### src/hw/synth_cfg_pkg.sv
// Register indices, field positions, reset values and fixed bit patterns
// of the synthesizer reference path and VCO calibration register bank.
// Assumes a 32-bit APB bus where each 16-bit register takes one word.
package synth_cfg_pkg;

    // Register indices; the byte address is four times the index.
    localparam logic [7:0] IDX_CAL_LAUNCH = 8'h00;
    localparam logic [7:0] IDX_CAL_CLK_DIV = 8'h01;
    localparam logic [7:0] IDX_LAUNCH_COUNT = 8'h02;
    localparam logic [7:0] IDX_AMPLITUDE_CAL_DELAY = 8'h04;
    localparam logic [7:0] IDX_CAL_FORCE = 8'h08;
    localparam logic [7:0] IDX_REF_DOUBLER = 8'h09;
    localparam logic [7:0] IDX_REF_SCALER = 8'h0A;
    localparam logic [7:0] IDX_REF_POST_DIV = 8'h0B;
    localparam logic [7:0] IDX_REF_PRE_DIV = 8'h0C;
    localparam logic [7:0] IDX_PUMP_GAIN = 8'h0E;
    localparam logic [7:0] IDX_FORCED_AMPLITUDE = 8'h10;
    localparam logic [7:0] IDX_AMPLITUDE_START = 8'h11;
    localparam logic [7:0] IDX_FORCED_BAND = 8'h13;
    localparam logic [7:0] IDX_CORE_SELECT = 8'h14;

    // Field positions (low bit) inside the 16-bit registers.
    localparam int POS_LAUNCH = 3;
    localparam int POS_CAL_CLK_DIV = 0;
    localparam int POS_AMP_DELAY = 8;
    localparam int POS_AMP_FORCE = 14;
    localparam int POS_BAND_FORCE = 11;
    localparam int POS_DOUBLER = 12;
    localparam int POS_SCALE = 7;
    localparam int POS_POST_DIV = 4;
    localparam int POS_PRE_DIV = 0;
    localparam int POS_PUMP_GAIN = 4;
    localparam int POS_FORCED_AMP = 0;
    localparam int POS_AMP_START = 0;
    localparam int POS_FORCED_BAND = 0;
    localparam int POS_CORE_SEL = 11;
    localparam int POS_CORE_FORCE = 10;

    // Reset values.
    localparam logic RST_LAUNCH = 1'b0;
    localparam logic [2:0] RST_CAL_CLK_DIV = 3'h3;
    localparam logic [7:0] RST_AMP_DELAY = 8'h0A;
    localparam logic RST_AMP_FORCE = 1'b0;
    localparam logic RST_BAND_FORCE = 1'b0;
    localparam logic RST_DOUBLER = 1'b0;
    localparam logic [4:0] RST_SCALE = 5'h01;
    localparam logic [7:0] RST_POST_DIV = 8'h01;
    localparam logic [11:0] RST_PRE_DIV = 12'h001;
    localparam logic [2:0] RST_PUMP_GAIN = 3'h7;
    localparam logic [8:0] RST_FORCED_AMP = 9'h080;
    localparam logic [8:0] RST_AMP_START = 9'h0FA;
    localparam logic [7:0] RST_FORCED_BAND = 8'hB7;
    localparam logic [2:0] RST_CORE_SEL = 3'h7;
    localparam logic RST_CORE_FORCE = 1'b0;

    // Fixed bit patterns that read back around the fields.
    localparam logic [15:0] FIX_CAL_LAUNCH = 16'h2410;
    localparam logic [15:0] FIX_CAL_CLK_DIV = 16'h0808;
    localparam logic [15:0] FIX_AMP_DELAY = 16'h0043;
    localparam logic [15:0] FIX_CAL_FORCE = 16'h2000;
    localparam logic [15:0] FIX_DOUBLER = 16'h0604;
    localparam logic [15:0] FIX_SCALER = 16'h1058;
    localparam logic [15:0] FIX_POST_DIV = 16'h0008;
    localparam logic [15:0] FIX_PRE_DIV = 16'h5000;
    localparam logic [15:0] FIX_PUMP_GAIN = 16'h1E00;
    localparam logic [15:0] FIX_FORCED_BAND = 16'h2700;
    localparam logic [15:0] FIX_CORE_SELECT = 16'hC048;

    // Smallest comparator delay that calibrates correctly everywhere.
    localparam logic [7:0] MIN_AMP_DELAY = 8'h0A;

endpackage

### src/hw/synth_cfg_regs.sv
// APB register bank for the synthesizer reference path, charge pump and
// VCO calibration controls, with the calibration clock tick and launch.
// Assumes one clock domain and a well-behaved APB master.
//
// Local design decision: register access over APB.
`timescale 1ns/100ps

////////////////////////////////////////////////////////////////////////////////

// How it works
// - Doubler enable in bit 12 of index 9, reset 0, 1 doubles reference.
// - Multiplier factor bits 11..7 of index 10, reset 1; only 1, 3, 7 legal.
// - Eight-bit post-divider in bits 11..4 of index 11, reset 1.
// - Twelve-bit pre-divider in bits 11..0 of index 12, reset 1.
// - Charge-pump gain bits 6..4 of index 14, reset 7; codes 2, 6 reserved.
// - Amplitude force bit makes calibration use the forced amplitude value.
// - Amplitude search starts from index 17 value, reset 250.
// - Band force bit makes the band come from index 19, reset 183.
// - Core select bits 13..11 of index 20 give start or forced core.
// - Core force bit 10 of index 20 locks the oscillator to that core.
// - Calibration clock is reference divided by 1, 2, 4 or 8.
// - Writing one to launch bit 3 of index 0 starts a calibration.
module synth_cfg_regs
#(
    parameter int ADDR_W = 12
)
(
    // Clock and reset
    input wire logic pclk,
    input wire logic presetn,
    // APB slave
    input wire logic psel,
    input wire logic penable,
    input wire logic pwrite,
    input wire logic [ADDR_W-1:0] paddr,
    input wire logic [31:0] pwdata,
    input wire logic [3:0] pstrb,
    output logic pready,
    output logic [31:0] prdata,
    output logic pslverr,
    // Reference path
    output logic ref_doubler_en,
    output logic [4:0] ref_scale_factor,
    output logic [7:0] ref_post_div,
    output logic [11:0] ref_pre_div,
    output logic [2:0] pump_gain,
    // Calibration controls
    output logic [7:0] amplitude_cal_delay,
    output logic amplitude_force,
    output logic band_force,
    output logic [8:0] forced_amplitude,
    output logic [8:0] amplitude_start,
    output logic [8:0] amplitude_seed,
    output logic [7:0] forced_band,
    output logic [2:0] core_select,
    output logic core_force,
    output logic [2:0] cal_clk_div,
    output logic cal_clk_tick,
    output logic freq_calib_launch
);

    ////////////////////////////////////////////////////////////////////////////

    logic pready_reg;
    logic pslverr_reg;
    logic [31:0] prdata_reg;
    logic doubler_reg;
    logic [4:0] scale_reg;
    logic [7:0] post_div_reg;
    logic [11:0] pre_div_reg;
    logic [2:0] pump_gain_reg;
    logic [7:0] amp_delay_reg;
    logic amp_force_reg;
    logic band_force_reg;
    logic [8:0] forced_amp_reg;
    logic [8:0] amp_start_reg;
    logic [8:0] amp_seed_reg;
    logic [7:0] forced_band_reg;
    logic [2:0] core_sel_reg;
    logic core_force_reg;
    logic [2:0] cal_div_reg;
    logic launch_bit_reg;
    logic launch_reg;
    logic [7:0] launch_count_reg;
    logic [2:0] tick_cnt_reg;
    logic tick_reg;

    ////////////////////////////////////////////////////////////////////////////
    // Bus decode. Only the low half-word carries data, so a write needs
    // both low byte lanes; a partial write would leave a field half-updated.

    wire logic [ADDR_W-3:0] word_idx = paddr[ADDR_W-1:2];
    wire logic aligned = (paddr[1:0] == 2'h0);
    wire logic setup_phase = psel && !penable;
    wire logic access_done = psel && penable && pready_reg;
    wire logic lanes_ok = (pstrb[1:0] == 2'h3);

    function automatic logic hit(input logic [ADDR_W-3:0] idx, input logic [7:0] reg_idx);
        hit = (idx == (ADDR_W-2)'(reg_idx));
    endfunction

    wire logic hit_launch = hit(word_idx, synth_cfg_pkg::IDX_CAL_LAUNCH);
    wire logic hit_clk_div = hit(word_idx, synth_cfg_pkg::IDX_CAL_CLK_DIV);
    wire logic hit_count = hit(word_idx, synth_cfg_pkg::IDX_LAUNCH_COUNT);
    wire logic hit_delay = hit(word_idx, synth_cfg_pkg::IDX_AMPLITUDE_CAL_DELAY);
    wire logic hit_force = hit(word_idx, synth_cfg_pkg::IDX_CAL_FORCE);
    wire logic hit_doubler = hit(word_idx, synth_cfg_pkg::IDX_REF_DOUBLER);
    wire logic hit_scaler = hit(word_idx, synth_cfg_pkg::IDX_REF_SCALER);
    wire logic hit_post = hit(word_idx, synth_cfg_pkg::IDX_REF_POST_DIV);
    wire logic hit_pre = hit(word_idx, synth_cfg_pkg::IDX_REF_PRE_DIV);
    wire logic hit_pump = hit(word_idx, synth_cfg_pkg::IDX_PUMP_GAIN);
    wire logic hit_famp = hit(word_idx, synth_cfg_pkg::IDX_FORCED_AMPLITUDE);
    wire logic hit_start = hit(word_idx, synth_cfg_pkg::IDX_AMPLITUDE_START);
    wire logic hit_band = hit(word_idx, synth_cfg_pkg::IDX_FORCED_BAND);
    wire logic hit_core = hit(word_idx, synth_cfg_pkg::IDX_CORE_SELECT);

    wire logic mapped = aligned && (hit_launch || hit_clk_div || hit_count || hit_delay || hit_force
        || hit_doubler || hit_scaler || hit_post || hit_pre || hit_pump || hit_famp || hit_start
        || hit_band || hit_core);
    wire logic bad_access = !mapped || (pwrite && !lanes_ok);
    wire logic wr_ok = access_done && pwrite && !pslverr_reg;
    wire logic [15:0] wd = pwdata[15:0];

    ////////////////////////////////////////////////////////////////////////////
    // Read assembly: fields sit over the fixed pattern of each register except indices 2, 16 and 17, which read zero-extended.

    wire logic [15:0] rd_launch = synth_cfg_pkg::FIX_CAL_LAUNCH
        | (16'(launch_bit_reg) << synth_cfg_pkg::POS_LAUNCH);
    wire logic [15:0] rd_clk_div = synth_cfg_pkg::FIX_CAL_CLK_DIV
        | (16'(cal_div_reg) << synth_cfg_pkg::POS_CAL_CLK_DIV);
    wire logic [15:0] rd_delay = synth_cfg_pkg::FIX_AMP_DELAY
        | (16'(amp_delay_reg) << synth_cfg_pkg::POS_AMP_DELAY);
    wire logic [15:0] rd_force = synth_cfg_pkg::FIX_CAL_FORCE
        | (16'(amp_force_reg) << synth_cfg_pkg::POS_AMP_FORCE)
        | (16'(band_force_reg) << synth_cfg_pkg::POS_BAND_FORCE);
    wire logic [15:0] rd_doubler = synth_cfg_pkg::FIX_DOUBLER
        | (16'(doubler_reg) << synth_cfg_pkg::POS_DOUBLER);
    wire logic [15:0] rd_scaler = synth_cfg_pkg::FIX_SCALER
        | (16'(scale_reg) << synth_cfg_pkg::POS_SCALE);
    wire logic [15:0] rd_post = synth_cfg_pkg::FIX_POST_DIV
        | (16'(post_div_reg) << synth_cfg_pkg::POS_POST_DIV);
    wire logic [15:0] rd_pre = synth_cfg_pkg::FIX_PRE_DIV
        | (16'(pre_div_reg) << synth_cfg_pkg::POS_PRE_DIV);
    wire logic [15:0] rd_pump = synth_cfg_pkg::FIX_PUMP_GAIN
        | (16'(pump_gain_reg) << synth_cfg_pkg::POS_PUMP_GAIN);
    wire logic [15:0] rd_band = synth_cfg_pkg::FIX_FORCED_BAND
        | (16'(forced_band_reg) << synth_cfg_pkg::POS_FORCED_BAND);
    wire logic [15:0] rd_core = synth_cfg_pkg::FIX_CORE_SELECT
        | (16'(core_sel_reg) << synth_cfg_pkg::POS_CORE_SEL)
        | (16'(core_force_reg) << synth_cfg_pkg::POS_CORE_FORCE);

    wire logic [15:0] rd_mux =
        hit_launch ? rd_launch :
        hit_clk_div ? rd_clk_div :
        hit_count ? {8'h00, launch_count_reg} :
        hit_delay ? rd_delay :
        hit_force ? rd_force :
        hit_doubler ? rd_doubler :
        hit_scaler ? rd_scaler :
        hit_post ? rd_post :
        hit_pre ? rd_pre :
        hit_pump ? rd_pump :
        hit_famp ? {7'h00, forced_amp_reg} :
        hit_start ? {7'h00, amp_start_reg} :
        hit_band ? rd_band :
        hit_core ? rd_core : 16'h0000;

    ////////////////////////////////////////////////////////////////////////////
    // No wait states: the answer is prepared in the setup cycle.

    always_ff @(posedge pclk or negedge presetn)
    begin
        if (!presetn)
        begin
            pready_reg <= 1'b0;
            pslverr_reg <= 1'b0;
            prdata_reg <= 32'h0000_0000;
        end
        else
        begin
            pready_reg <= setup_phase;
            pslverr_reg <= setup_phase && bad_access;
            if (setup_phase)
            begin
                prdata_reg <= (pwrite || !mapped) ? 32'h0000_0000 : {16'h0000, rd_mux};
            end
        end
    end

    ////////////////////////////////////////////////////////////////////////////
    // Field storage. Fixed bits in the write data are ignored.

    always_ff @(posedge pclk or negedge presetn)
    begin
        if (!presetn)
        begin
            doubler_reg <= synth_cfg_pkg::RST_DOUBLER;
            scale_reg <= synth_cfg_pkg::RST_SCALE;
            post_div_reg <= synth_cfg_pkg::RST_POST_DIV;
            pre_div_reg <= synth_cfg_pkg::RST_PRE_DIV;
            pump_gain_reg <= synth_cfg_pkg::RST_PUMP_GAIN;
            amp_delay_reg <= synth_cfg_pkg::RST_AMP_DELAY;
            amp_force_reg <= synth_cfg_pkg::RST_AMP_FORCE;
            band_force_reg <= synth_cfg_pkg::RST_BAND_FORCE;
            forced_amp_reg <= synth_cfg_pkg::RST_FORCED_AMP;
            amp_start_reg <= synth_cfg_pkg::RST_AMP_START;
            forced_band_reg <= synth_cfg_pkg::RST_FORCED_BAND;
            core_sel_reg <= synth_cfg_pkg::RST_CORE_SEL;
            core_force_reg <= synth_cfg_pkg::RST_CORE_FORCE;
            cal_div_reg <= synth_cfg_pkg::RST_CAL_CLK_DIV;
            launch_bit_reg <= synth_cfg_pkg::RST_LAUNCH;
        end
        else if (wr_ok)
        begin
            if (hit_doubler)
                doubler_reg <= wd[synth_cfg_pkg::POS_DOUBLER];
            if (hit_scaler)
                scale_reg <= wd[synth_cfg_pkg::POS_SCALE +: 5];
            if (hit_post)
                post_div_reg <= wd[synth_cfg_pkg::POS_POST_DIV +: 8];
            if (hit_pre)
                pre_div_reg <= wd[synth_cfg_pkg::POS_PRE_DIV +: 12];
            if (hit_pump)
                pump_gain_reg <= wd[synth_cfg_pkg::POS_PUMP_GAIN +: 3];
            if (hit_delay)
                amp_delay_reg <= wd[synth_cfg_pkg::POS_AMP_DELAY +: 8];
            if (hit_force)
            begin
                amp_force_reg <= wd[synth_cfg_pkg::POS_AMP_FORCE];
                band_force_reg <= wd[synth_cfg_pkg::POS_BAND_FORCE];
            end
            if (hit_famp)
                forced_amp_reg <= wd[synth_cfg_pkg::POS_FORCED_AMP +: 9];
            if (hit_start)
                amp_start_reg <= wd[synth_cfg_pkg::POS_AMP_START +: 9];
            if (hit_band)
                forced_band_reg <= wd[synth_cfg_pkg::POS_FORCED_BAND +: 8];
            if (hit_core)
            begin
                core_sel_reg <= wd[synth_cfg_pkg::POS_CORE_SEL +: 3];
                core_force_reg <= wd[synth_cfg_pkg::POS_CORE_FORCE];
            end
            if (hit_clk_div)
                cal_div_reg <= wd[synth_cfg_pkg::POS_CAL_CLK_DIV +: 3];
            if (hit_launch)
                launch_bit_reg <= wd[synth_cfg_pkg::POS_LAUNCH];
        end
    end

    ////////////////////////////////////////////////////////////////////////////
    // Launch pulse and launch counter. The act of writing a one launches,
    // even when the bit already reads one.

    wire logic launch_next = wr_ok && hit_launch && wd[synth_cfg_pkg::POS_LAUNCH];
    wire logic count_clear = wr_ok && hit_count;
    wire logic [7:0] count_next = count_clear ? 8'h00 : launch_count_reg + 8'h01;

    // Forced amplitude replaces the search start as the seed handed on.
    wire logic [8:0] amp_seed_next = amp_force_reg ? forced_amp_reg : amp_start_reg;

    always_ff @(posedge pclk or negedge presetn)
    begin
        if (!presetn)
        begin
            launch_reg <= 1'b0;
            launch_count_reg <= 8'h00;
            amp_seed_reg <= synth_cfg_pkg::RST_AMP_START;
        end
        else
        begin
            launch_reg <= launch_next;
            amp_seed_reg <= amp_seed_next;
            if (count_clear || launch_next)
                launch_count_reg <= count_next;
        end
    end

    ////////////////////////////////////////////////////////////////////////////
    // Calibration clock tick: one pclk pulse every 2^code cycles. Codes
    // above 3 are undefined for software, so they fall back to divide by 8.

    wire logic [2:0] div_mask = (cal_div_reg == 3'h0) ? 3'h0 :
                                (cal_div_reg == 3'h1) ? 3'h1 :
                                (cal_div_reg == 3'h2) ? 3'h3 : 3'h7;
    wire logic tick_next = ((tick_cnt_reg & div_mask) == div_mask);

    always_ff @(posedge pclk or negedge presetn)
    begin
        if (!presetn)
        begin
            tick_cnt_reg <= 3'h0;
            tick_reg <= 1'b0;
        end
        else
        begin
            tick_cnt_reg <= tick_cnt_reg + 3'h1;
            tick_reg <= tick_next;
        end
    end

    ////////////////////////////////////////////////////////////////////////////

    assign pready = pready_reg;
    assign pslverr = pslverr_reg;
    assign prdata = prdata_reg;
    assign ref_doubler_en = doubler_reg;
    assign ref_scale_factor = scale_reg;
    assign ref_post_div = post_div_reg;
    assign ref_pre_div = pre_div_reg;
    assign pump_gain = pump_gain_reg;
    assign amplitude_cal_delay = amp_delay_reg;
    assign amplitude_force = amp_force_reg;
    assign band_force = band_force_reg;
    assign forced_amplitude = forced_amp_reg;
    assign amplitude_start = amp_start_reg;
    assign amplitude_seed = amp_seed_reg;
    assign forced_band = forced_band_reg;
    assign core_select = core_sel_reg;
    assign core_force = core_force_reg;
    assign cal_clk_div = cal_div_reg;
    assign cal_clk_tick = tick_reg;
    assign freq_calib_launch = launch_reg;

    ////////////////////////////////////////////////////////////////////////////

    doubler_write_a: assert property (@(posedge pclk) disable iff (!presetn)
        (wr_ok && hit_doubler) |=> (ref_doubler_en == $past(pwdata[12])))
        else $error("doubler enable did not follow the write");

    scale_write_a: assert property (@(posedge pclk) disable iff (!presetn)
        (wr_ok && hit_scaler) |=> (ref_scale_factor == $past(pwdata[11:7])))
        else $error("multiplier factor did not follow the write");

    post_div_a: assert property (@(posedge pclk) disable iff (!presetn)
        (wr_ok && hit_post) |=> (ref_post_div == $past(pwdata[11:4])))
        else $error("post-divider did not follow the write");

    pre_div_a: assert property (@(posedge pclk) disable iff (!presetn)
        (wr_ok && hit_pre) |=> (ref_pre_div == $past(pwdata[11:0])))
        else $error("pre-divider did not follow the write");

    pump_read_a: assert property (@(posedge pclk) disable iff (!presetn)
        (setup_phase && !pwrite && hit_pump && aligned) |=> (prdata[6:4] == pump_gain && prdata[15:7] == 9'h03C))
        else $error("charge-pump readback wrong");

    amp_seed_a: assert property (@(posedge pclk) disable iff (!presetn)
        amplitude_force ##1 (amplitude_force && $stable(forced_amplitude)) |-> (amplitude_seed == forced_amplitude))
        else $error("forced amplitude not used as seed");

    start_seed_a: assert property (@(posedge pclk) disable iff (!presetn)
        !amplitude_force ##1 (!amplitude_force && $stable(amplitude_start)) |-> (amplitude_seed == amplitude_start))
        else $error("search start not used as seed");

    band_write_a: assert property (@(posedge pclk) disable iff (!presetn)
        (wr_ok && hit_band) |=> (forced_band == $past(pwdata[7:0])))
        else $error("forced band did not follow the write");

    core_write_a: assert property (@(posedge pclk) disable iff (!presetn)
        (wr_ok && hit_core) |=> (core_select == $past(pwdata[13:11]) && core_force == $past(pwdata[10])))
        else $error("core select or force did not follow the write");

    tick_div8_a: assert property (@(posedge pclk) disable iff (!presetn)
        (cal_clk_tick && cal_clk_div == 3'h3 && $stable(cal_clk_div)) |=> (!cal_clk_tick || cal_clk_div != 3'h3) [*7]
        ##1 (cal_clk_tick || cal_clk_div != 3'h3))
        else $error("calibration tick spacing wrong for divide by 8");

    launch_pulse_a: assert property (@(posedge pclk) disable iff (!presetn)
        (wr_ok && hit_launch && pwdata[3]) |=> freq_calib_launch ##1 !freq_calib_launch)
        else $error("launch write did not give a one-cycle pulse");

    no_stray_launch_a: assert property (@(posedge pclk) disable iff (!presetn)
        freq_calib_launch |-> $past(wr_ok && hit_launch && pwdata[3]))
        else $error("launch pulse without a launch write");

endmodule

### config.mk
export PLATFORM = sky130hd
export DESIGN_NAME = synth_cfg_regs
export DESIGN_NICKNAME = d
export VERILOG_FILES = /design/src/hw/synth_cfg_pkg.sv /design/src/hw/synth_cfg_regs.sv
export SDC_FILE = /design/constraint.sdc
export NUM_CORES = 1
export LEC_CHECK = 0
export ABC_CLOCK_PERIOD_IN_PS = 2610
export BUFFER_PORTS_ARGS = -buffer_cell sky130_fd_sc_hd__buf_2
export CAP_MARGIN = 20
export CORE_UTILIZATION = 50
export DETAILED_ROUTE_END_ITERATION = 6
export GPL_TIMING_DRIVEN = 0
export HOLD_SLACK_MARGIN = 0.08
export PLACE_DENSITY = 0.78
export SYNTH_ARGS = -nofsm -noshare
export SYNTH_HDL_FRONTEND = slang
export SYNTH_SLANG_ARGS = --single-unit
### constraint.sdc
create_clock -name pclk -period 2.61 [get_ports pclk]
set_input_delay 0.522 -clock pclk [delete_from_list [all_inputs] [get_ports pclk]]
set_output_delay 0.522 -clock pclk [all_outputs]
set_load 0.01 [all_outputs]
* After elaboration in Yosys (flattened, before gate mapping)
Index checks and enable logic that the tools add are counted.
Word-level totals: logic and storage cells 112, output and inout bits 117, bits of input ports 53, register bits 129
Cells by class: mux-type cells 20, bitwise gates (word level) 3, reductions and logical operators 47, $add $sub $neg 2, equal/unequal tests 17
Operators with widths (count):
- $mux 16 | 15
- $eq 10x4->1 const B | 6
- $eq 10x5->1 const B | 4
- $reduce_and 2->1 | 13
- $logic_or 1x1->1 | 16
- $or 16x11->16 | 1
- $or 15x12->15 | 1
- $logic_and 1x1->1 | 11
- $eq 10x1->1 const B | 1
- $eq 10x2->1 const B | 1
- $eq 10x3->1 const B | 1
- $logic_not 10->1 | 1
- $mux 3 | 3
- $mux 9 | 1
- $add 8x1->8 const B | 1
- $mux 8 | 1
- $logic_not 1->1 | 4
- $add 3x1->3 const B | 1
- $and 3x3->3 | 1
- $eq 3x1->1 const B | 1
- $eq 3x2->1 const B | 1
- $eq 3x3->1 | 1
- $logic_not 3->1 | 1
- $eq 2x2->1 const B | 1
- $logic_not 2->1 | 1

* Logic depth before layout (Yosys ltp)
Gate-level depths: netlist of run 1.
depth after elaboration 18, mapped depth 9, gate-level depth less buffers 5

* Worst setup path before layout of run 1
Ideal clock, no wire load.
path type in2reg, from input port paddr[6], to register amp_delay_reg[0] (netlist: amplitude_cal_delay[0]), data arrival time 2148 ps, buffers on the path 1, setup time 125 ps, setup slack 337 ps, required time 2485 ps, stages 6, cells stage by stage buf_6 > or4_1 > nor2_2 > nand2_1 > nor2_2 > mux2_2
Between the ends: cells in the longest elaborated chain, start to end 2
RTL lines:
- start: declaration | RTL line synth_cfg_regs.sv:35 | input wire logic [ADDR_W-1:0] paddr,
- $eq 10x3->1 | RTL line synth_cfg_regs.sv:99 | hit = (idx == (ADDR_W-2)'(reg_idx));
- $reduce_and 2->1 (no source line)
- end signal: assignment | RTL line synth_cfg_regs.sv:202 | amp_delay_reg <= synth_cfg_pkg::RST_AMP_DELAY;
- end signal: assignment | RTL line synth_cfg_regs.sv:226 | amp_delay_reg <= wd[synth_cfg_pkg::POS_AMP_DELAY +: 8];
- end: declaration | RTL line synth_cfg_regs.sv:72 | logic [7:0] amp_delay_reg;
No other way between the ends. A chain may end at the register's enable or synchronous reset.

* Worst setup path after layout of run 1
from register pready_reg (netlist: pready), to register pre_div_reg[5] (netlist: ref_pre_div[5])
Between the ends: cells in the longest elaborated chain, start to end 4
RTL lines:
- start: declaration | RTL line synth_cfg_regs.sv:64 | logic pready_reg;
- start signal: assignment | RTL line synth_cfg_regs.sv:181 | pready_reg <= setup_phase;
- $logic_and 1x1->1 | RTL line synth_cfg_regs.sv:95 | wire logic access_done = psel && penable && pready_reg;
- $logic_and 1x1->1 (2 in series) | RTL line synth_cfg_regs.sv:121 | wire logic wr_ok = access_done && pwrite && !pslverr_reg;
- $reduce_and 2->1 (no source line)
- end signal: assignment | RTL line synth_cfg_regs.sv:200 | pre_div_reg <= synth_cfg_pkg::RST_PRE_DIV;
- end signal: assignment | RTL line synth_cfg_regs.sv:222 | pre_div_reg <= wd[synth_cfg_pkg::POS_PRE_DIV +: 12];
- end: declaration | RTL line synth_cfg_regs.sv:70 | logic [11:0] pre_div_reg;
No other way between the ends.

==> results of run 1 <==
==> worst reg2reg max path: cells and delay by family (launching register included) <==
family	cells	cell delay, ns
muxes	1	0.38
buffers and inverters	2	0.70
and+or+nand+nor	3	0.98
DFF	1	0.33
==> kinds of logic after synthesis <==
group	count (synthesis)	share of synthesized area
flip-flops	113	0.493
buffers and inverters	51	0.0462
XOR/XNOR	4	0.00602
multiplexers	89	0.172
AO/OA/AOI/OAI	121	0.138
adder cells (fa/ha/maj)	2	0.00430
other	1	0.000645
AND/OR/NAND/NOR	149	0.140
==> cells in the mapped netlist (5+ instances only) <==
library cell   n
o21ai_0       29
nor2b_1        9
mux2_2        87
clkbuf_1      17
a21oi_1       23
a31oi_1        5
dfstp_2       32
nand4_1       11
a22oi_1        9
a32oi_1        5
nor2_1        25
o211ai_1       5
a211oi_1       9
buf_2          5
nand3_1       14
nand2b_1       9
dfrtp_1       81
buf_4         17
nand2_1       44
inv_1          8
nor3_1         6
o32ai_1        6
==> metal layers <==
metal | GRT usage | vias to the layer above | part of all wire
li1 | - | 2278 | -
met4 | 0.133 | 0 | 0.024
met2 | 0.500 | 285 | 0.45
met1 | 0.480 | 2599 | 0.43
met3 | 0.101 | 43 | 0.092
met5 | 0 | - | 0
==> layout by cell type (no fill, tap or decap), drive strengths merged, types with 3 or more instances in the layout <==
master,instances
clkinvlp,3
a21oi,23
o32ai,6
nor3,8
conb,16
clkinv,3
a31oi,5
a211o,3
or4,4
a32oi,5
o22ai,3
inv,8
nand2b,9
nand2,44
nor2,29
nand3,14
nand4,12
a211oi,9
a21o,3
buf,159
a22oi,9
o211ai,5
nor2b,9
o31ai,4
dfrtp,81
and3,4
o21ai,30
clkbuf,42
or3,3
or2,3
mux2,87
dfstp,32
==> per-stage QoR <==
step	power [mW]	util	setup slack [ns]	area [sq um]	TNS (ns)
finish	4.36	0.648	0.0956	7370	0
global route	4.50	0.648	0.0152	7370	0
CTS	4.36	0.647	0.00373	7360	0
detailed placement	2.07	0.594	-0.499	6750	-18.81
global placement	2.06	0.591	-0.522	6720	-29.73
floorplan	1.93	-	0.337	5870	0
==> final timing paths <==
kind	startpoint	endpoint	slack (ns)	cells after the start
min reg2reg	tick_cnt_reg[2]$_DFF_PN0_	tick_cnt_reg[2]$_DFF_PN0_	0.47	1
min	presetn	amplitude_cal_delay[6]$_DFFE_PN0P_	0.09	1
max	pready$_DFF_PN0_	ref_pre_div[5]$_DFFE_PN0P_	0.1	6
max in group asynchronous	presetn	pump_gain[0]$_DFFE_PN1P_	1.74	2
max reg2reg	pready$_DFF_PN0_	ref_pre_div[5]$_DFFE_PN0P_	0.1	6
min in group pclk	pwdata[13]	amplitude_cal_delay[5]$_DFFE_PN0P_	0.34	2
==> area by class of cell <==
cell class	instances	area (sq um)	share of cell area
sequential	113	2870	0.389
tap	143	179	0.0243
timing repair buffer	134	696	0.0944
multi-input combinational	381	2760	0.374
inverter	8	30.0	0.00408
buffer	42	236	0.0321
clock buffer	25	528	0.0717
clock inverter	7	71.3	0.00968
==> report_power, final <==
group / total, mW / internal [mW] / leakage [nW] / switching (mW)
Combinational: 0.286 / 0.0846 / 1.87 / 0.201
Sequential: 1.76 / 1.76 / 1.45 / 0.00239
Clock: 2.31 / 1.49 / 0.286 / 0.817
Total: 4.36 / 3.34 / 3.60 / 1.02
==> what timing repair did <==
action / CTS / global route
pin swaps: 0 / 0
resized for setup: 2 / 5
setup endpoints to repair: 16 / 22
==> results_dict.tcl, run 1 <==
set metrics [dict create \
    status "complete, no violations" \
    ys_seq_area_frac 0.493 \
    synth_edf_count 0 \
    cts_buffers 17 \
    crit_path_max_incr_delay_ns 0.52 \
    worstPathRequired_ns 2.92 \
    die_y_microns 110 \
    ys_seq_elements 113 \
    io_pins 170 \
    worst-path-max-fanout 10 \
    cts.path.max_buffers 2 \
    synth_largest_area_cell "dfrtp_1" \
    clkTransAtPathRegs_ns 0.05 \
    start_util 0.512 \
    avgViaCountPerCell 6.10 \
    hpwl_mm 14.4 \
    cts_tree "yes" \
    finalHoldViolCount 0 \
    clk-insertion-delay-late_ns 0.43 \
    die-area_sq_mm 0.0121 \
    min_period_ns 2.51 \
    post-route-period-util 0.963 \
    critPathLaunchType "register" \
    nFillCells 909 \
    path_class "register to register" \
    syn_area_sq_mm 0.00582 \
    dr_total_vias 5205 \
    async_flop_share 1.00 \
    worst_pin_slew_ns 0.850 \
    nets 752 \
    leakagePower_nw 3.60 \
    power_density_mw_per_mm2 592 \
    hold_buffers 0 \
    drt_iter0_drc 440 \
    die_width_microns 110 \
    worst-path-buf-inv 2 \
    cp.arrival_ns 2.82 \
    slew_viol_final 0 \
    grt_max_degree 70 \
    yosysTopAreaCellShare 0.348 \
    netlist_instances 530 \
    largest_reg_flops 16 \
    io_buffers 133 \
    row_count 39 \
    cts.sinks 113 \
    core_area_sq_mm 0.0114 \
    drc 0 \
    wl_mm 19.8 \
    ys_types 64 \
    peakVddDrop_v 0.000774 \
    synth_area_leaders "dfrtp_1 35%, mux2_2 17%, dfstp_2 14%, nand2_1 2.8%, o21ai_0 2.5%" \
    cp_cell_sequence "nand4_1 > or2_2 > clkbuf_1 > nor3_2 > buf_2 > mux2_2" \
    slowest_stage "nor3_2" \
    grt_pass1_vias 5048 \
    hold_path.class "input port to asynchronous set/reset pin" \
    overflow 0 \
    first_pass_iters 5 \
    area_growth_pct 26.6 \
    avgSynthCellArea_sq_um 11.0 \
    final_cells 853 \
    max-slew-margin-rel 0.429 \
    place.gp.congestion 0.939 \
    drive_gt1_frac 0.458 \
    grt_setup_unrepaired "false" \
    fmax_ghz 0.398 \
    dp_cells 822 \
    hold_slack_ns 0.0944 \
    antenna_found_initial 0 \
    grt_pass1_wl_mm 29.3 \
    antenna_left 0 \
    crit_family "simple AND/OR/NAND/NOR gates" \
    clockRootBuffer "clkbuf_16" \
    yosys_warnings 0 \
    drv_cap 0 \
    end_kind "register" \
    finClkSkew_ns 0.00956 \
    cts_max_level 4 \
    setup_violations 0 \
    diodes 0 \
    post_drt_wl_per_cell_microns 23.2 \
    grt_use_total 0.344 \
    postCtsSetupRepairBufs 0 \
    synth_ff_type "dfrtp_1" \
]
Note: power is estimated with default switching activity, not from simulation.
==> inputs of run 2 (changes only) <==
--- a/config.mk
+++ b/config.mk
@@ -5,6 +5,7 @@
 export SDC_FILE = /design/constraint.sdc
 export NUM_CORES = 1
 export LEC_CHECK = 0
+export ABC_AREA = 1
 export ABC_CLOCK_PERIOD_IN_PS = 2610
 export BUFFER_PORTS_ARGS = -buffer_cell sky130_fd_sc_hd__buf_2
 export CAP_MARGIN = 20
==> results_dict.tcl, run 2 <==
set metrics [dict create \
    power_density_mw_per_mm2 614 \
    synth_ff_type "dfrtp_1" \
    antenna_found_initial 0 \
    timing.rr.end "ref_pre_div[5]$_DFFE_PN0P_" \
    antenna_left 0 \
    nets 940 \
    cts.path.max_buffers 2 \
    critPathLaunchType "input port" \
    drc 0 \
    yosys_warnings 0 \
    slew_viol_final 0 \
    final_cell_mix "225 x nand2_1, 138 x buf_2, 81 x dfrtp_1" \
    rrSetupSlack_ns 0.64 \
    start_util 0.521 \
    yosysTopAreaCellShare 0.353 \
    r2r_cells 7 \
    fmax_ghz 0.494 \
    ys_types 40 \
    clk-insertion-delay-late_ns 0.42 \
    syn_area_sq_mm 0.00575 \
    crit_path_max_incr_delay_ns 0.34 \
    leakagePower_nw 3.89 \
    async_flop_share 1.00 \
    place.gp.congestion 0.974 \
    grt_pass1_vias 5120 \
    worst-path-max-fanout 10 \
    status "complete, no violations" \
    max-slew-margin-rel 0.503 \
    dp_cells 1006 \
    drive_gt1_frac 0.308 \
    io_buffers 135 \
    dr_total_vias 5528 \
    grt_max_degree 59 \
    yosysMostFrequentCell "nand2_1" \
    first_pass_iters 5 \
    postCtsSetupRepairBufs 0 \
    path_class "input port to register" \
    hold_buffers 0 \
    crit_family "compound AO/OA/AOI/OAI gates" \
    worst_pin_slew_ns 0.745 \
    fin_util 0.665 \
    die_width_microns 109 \
    hpwl_mm 12.6 \
    cts_max_level 4 \
    total_power_mw 4.50 \
    cts.sinks 113 \
    final_common_cell "nand2_1" \
    ys_seq_elements 113 \
    wl_mm 16.9 \
    io_pins 170 \
    synth_edf_count 0 \
    cp.arrival_ns 2.32 \
    avgSynthCellArea_sq_um 8.04 \
    crit-reg2reg-launch "pslverr$_DFF_PN0_" \
    overflow 0 \
    row_count 38 \
    synth_area_leaders "dfrtp_1 35%, nand2_1 15%, dfstp_2 15%, o21ai_0 6.7%, inv_1 4.4%" \
    hold_path.class "input port to asynchronous set/reset pin" \
    final_cells 1038 \
    cp_cell_sequence "buf_2 > nor2_2 > buf_4 > nand3_4 > nor3_4 > inv_1 > o21ai_0 > inv_1 > a21boi_0 > o21ai_0" \
    core_area_sq_mm 0.0110 \
    die_y_microns 109 \
    min_period_ns 2.03 \
    cts_tree "yes" \
    setup_violations 0 \
    finClkSkew_ns 0.0123 \
    die-area_sq_mm 0.0119 \
    end_kind "register" \
    drv_cap 0 \
    diodes 0 \
    worstPathRequired_ns 2.90 \
    post-route-period-util 0.776 \
    avgViaCountPerCell 5.33 \
    worst-path-buf-inv 4 \
    fin_area_sq_mm 0.00734 \
    post_drt_wl_per_cell_microns 16.3 \
    ys_seq_area_frac 0.499 \
    largest_reg_flops 16 \
    area_growth_pct 27.6 \
    cts_buffers 17 \
    hold_slack_ns 0.166 \
    grt_setup_unrepaired "false" \
    netlist_instances 715 \
    cts-resized-gates 0 \
    grt_pass1_wl_mm 26.6 \
    peakVddDrop_v 0.000713 \
    finalHoldViolCount 0 \
    placed_cell_area_sq_mm 0.00669 \
    synth_largest_area_cell "dfrtp_1" \
    slowest_stage "a21boi_0" \
    grt_use_total 0.305 \
    clkTransAtPathRegs_ns 0.06 \
    drt_iter0_drc 407 \
    synth_common_cells "225 x nand2_1, 81 x dfrtp_1, 77 x o21ai_0" \
    clockRootBuffer "clkbuf_16" \
]
run 2: changes by cell type after synthesis, moves of 9 or more:
cell,delta
inv_2,+12
o21ai_0,+48
nor2b_1,-9
a22oi_1,-9
mux2_2,-87
nand2_1,+181
o21ai_1,+16
clkbuf_1,-11
nand3_1,+23
nand2b_1,-9
inv_1,+60
nor2_4,+11
run 2: per-layer routing:
| metal | wire, microns | vias up | GRT usage |
|---|---|---|---|
| li1 | - | 2619 | - |
| met1 | 7390 | 2622 | 0.418 |
| met2 | 7720 | 252 | 0.462 |
| met3 | 1310 | 35 | 0.0747 |
| met4 | 492 | 0 | 0.124 |
| met5 | 0 | - | 0 |
run 2: logic make-up after synthesis:
| family | Yosys count | share of synthesized area |
|---|---|---|
| buffers and inverters | 112 | 0.0879 |
| AOI/OAI and AO/OA | 123 | 0.113 |
| DFF | 113 | 0.499 |
| other | 1 | 0.000652 |
| adders and majority gates | 2 | 0.00435 |
| xor gates and xnor gates | 1 | 0.00152 |
| and+or+nand+nor | 363 | 0.294 |
run 2: cell type report:
type | instances | area, sq um
Multi-Input combinational cell | 505 | 2430
Inverter | 82 | 308
Timing Repair Buffer | 136 | 706
Tap cell | 140 | 175
Clock buffer | 24 | 502
Sequential cell | 113 | 2870
Clock inverter | 8 | 149
Fill cell | 947 | 3690
Buffer | 30 | 198
run 2: power breakdown:
part / internal, mW / total (mW) / leakage, nW / switching, mW
registers: 1.76 / 1.76 / 1.41 / 0.00196
clock network: 1.72 / 2.55 / 0.313 / 0.822
logic: 0.0586 / 0.195 / 2.16 / 0.136
run 2: how the worst max path moves through the flow:
stage	start	end	slack (ns)	cells past startpoint
floorplan	paddr[11]	launch_count_reg[3]$_DFFE_PN0P_	0.86	11
global placement	presetn	prdata[6]$_DFFE_PN0P_	-0.30	1
detailed placement	paddr[11]	prdata[0]$_DFFE_PN0P_	0.23	10
CTS	paddr[11]	prdata[0]$_DFFE_PN0P_	0.65	10
global route	paddr[7]	forced_amplitude[8]$_DFFE_PN0P_	0.46	9
finish	paddr[11]	prdata[0]$_DFFE_PN0P_	0.58	10
run 2: through the flow:
stage | TNS (ns) | setup slack (ns)
floorplan | 0 | 0.862
global placement | -23.33 | -0.296
detailed placement | 0 | 0.232
CTS | 0 | 0.647
global route | 0 | 0.465
finish | 0 | 0.584
==> inputs of run 3 (changes only) <==
--- a/config.mk
+++ b/config.mk
@@ -6,14 +6,14 @@
 export NUM_CORES = 1
 export LEC_CHECK = 0
 export ABC_AREA = 1
-export ABC_CLOCK_PERIOD_IN_PS = 2610
+export ABC_CLOCK_PERIOD_IN_PS = 1660
 export BUFFER_PORTS_ARGS = -buffer_cell sky130_fd_sc_hd__buf_2
 export CAP_MARGIN = 20
-export CORE_UTILIZATION = 50
+export CORE_UTILIZATION = 47
 export DETAILED_ROUTE_END_ITERATION = 6
 export GPL_TIMING_DRIVEN = 0
 export HOLD_SLACK_MARGIN = 0.08
-export PLACE_DENSITY = 0.78
+export PLACE_DENSITY = 0.77
 export SYNTH_ARGS = -nofsm -noshare
 export SYNTH_HDL_FRONTEND = slang
 export SYNTH_SLANG_ARGS = --single-unit
==> constraint.sdc (replaced) <==
create_clock -name pclk -period 1.66 [get_ports pclk]
set_input_delay 0.332 -clock pclk [delete_from_list [all_inputs] [get_ports pclk]]
set_output_delay 0.332 -clock pclk [all_outputs]
set_load 0.01 [all_outputs]
==> results_dict.tcl, run 3 (synthesized netlist as in run 2, its figures left out) <==
set metrics [dict create \
    crit_path_start "paddr[11]" \
    min_period_ns 1.57 \
    worstPathRequired_ns 1.97 \
    io_buffers 135 \
    place.gp.congestion 0.935 \
    critPathLaunchType "input port" \
    final_common_cell "nand2_1" \
    drv_cap 0 \
    largest_reg_flops 16 \
    clk-insertion-delay-late_ns 0.42 \
    cts.sinks 113 \
    cp.arrival_ns 1.89 \
    avgViaCountPerCell 5.37 \
    grt_pass1_wl_mm 27.5 \
    status "complete, no violations" \
    drt_iter0_drc 447 \
    antenna_found_initial 0 \
    core_area_sq_mm 0.0120 \
    clkTransAtPathRegs_ns 0.06 \
    seqCellArea_sq_mm 0.00287 \
    die_width_microns 113 \
    post-route-period-util 0.948 \
    hpwl_mm 13.2 \
    antenna_left 0 \
    die_y_microns 113 \
    area_growth_pct 29.1 \
    final_cell_mix "220 x nand2_1, 138 x buf_2, 81 x dfrtp_1" \
    grt_max_degree 69 \
    io_pins 170 \
    setup_violations 0 \
    first_pass_iters 5 \
    end_kind "register" \
    peakVddDrop_v 0.000449 \
    cts_max_level 4 \
    crit-reg2reg-launch "pslverr$_DFF_PN0_" \
    hold_path.class "input port to register" \
    nFillCells 1051 \
    worst-path-max-fanout 10 \
    fmax_ghz 0.635 \
    total_power_mw 6.56 \
    multiInputGateArea_sq_mm 0.00249 \
    drc 0 \
    leakagePower_nw 3.88 \
    slew_viol_final 0 \
    cts_tree "yes" \
    row_count 40 \
    worst_pin_slew_ns 0.646 \
    power_density_mw_per_mm2 884 \
    grt_pass1_vias 5164 \
    overflow 0 \
    grt_use_total 0.289 \
    diodes 0 \
    min-delay-start "pwdata[12]" \
    clockRootBuffer "clkbuf_16" \
    drive_gt1_frac 0.336 \
    hold_slack_ns 0.162 \
    finalHoldViolCount 0 \
    dr_total_vias 5653 \
    cts_buffers 17 \
    max-slew-margin-rel 0.569 \
    path_class "input port to register" \
    wl_mm 17.7 \
    die-area_sq_mm 0.0127 \
    post_drt_wl_per_cell_microns 16.8 \
    finClkSkew_ns 0.00476 \
    start_util 0.481 \
    cts.path.max_buffers 2 \
    nets 947 \
]
## run 3: changes by cell type in the layout (fill, tap and decap cells not counted), sizes merged
cell | before | now
buf | 159 | 167
inv | 80 | 82
clkbuf | 31 | 23
bufinv | 4 | 1
clkinv | 4 | 5
dlygate4sd3 | 0 | 1
clkinvlp | 2 | 8
## run 3: timing repair
item	4_1_cts	5_1_grt
endpoints found under the hold margin	31	0
pin swaps	1	5
buffers inserted	1	6
setup endpoints to repair	53	61
hold buffers	1	0
gates cloned	0	0
resized for setup	15	21
## run 3: metrics by stage
stage                     setup WS, ns  instance area, sq um  std cells  TNS (ns)  utilization
final                           0.0856                  7420       1052         0        0.621
after CTS                      0.00208                  7330       1046         0        0.613
after detailed placement        -0.486                  6700       1013    -29.24        0.560
after global placement           -1.05                  6670       1012   -125.28        0.557
after floorplan                  0.102                  5810        730         0            -
after global routing          -0.00288                  7420       1052  -0.00288        0.621
## run 3: critical path: stages
cell      delay, ns
buf_2          0.11
nor2_2         0.15
buf_6          0.18
nand2_1        0.10
nor2_4         0.18
inv_1          0.07
or2_0          0.21
a21boi_0       0.18
nand4_1        0.19
nand2_1        0.12
nand2_1        0.05
## run 3: per-layer routing
layer  vias to the layer above  GRT usage  wire length (microns)
li1                       2629          -                      -
met1                      2682      0.387                   7370
met2                       297      0.442                   8060
met3                        45     0.0783                   1700
met4                         0      0.126                    559
met5                         -          0                      0
## run 3: final cells by class
class,instances,share of cell area
clock buffers,18,0.0592
clock inverters,14,0.0180
plain buffers,29,0.0293
multi-input cells,505,0.336
well taps,147,0.0248
inverters,82,0.0428
flip-flops and latches,113,0.386
repair buffers,144,0.104
## run 3: worst paths after layout
check | endpoint | slack, ns | cells past startpoint
max in group asynchronous | amplitude_seed[6]$_DFF_PN1_ | 0.43 | 3
max | prdata[10]$_DFFE_PN0P_ | 0.09 | 11
min reg2reg | tick_cnt_reg[0]$_DFF_PN0_ | 0.47 | 1
max reg2reg | ref_pre_div[1]$_DFFE_PN0P_ | 0.10 | 6
min in group asynchronous | tick_cnt_reg[2]$_DFF_PN0_ | 0.47 | 2
min | ref_doubler_en$_DFFE_PN0P_ | 0.16 | 3
## run 3: power breakdown
part           switching (mW)  internal (mW)  total (mW)
Combinational           0.225          0.101       0.327
Clock                    1.36           2.10        3.47
Sequential            0.00345           2.77        2.77
Total                    1.59           4.97        6.56
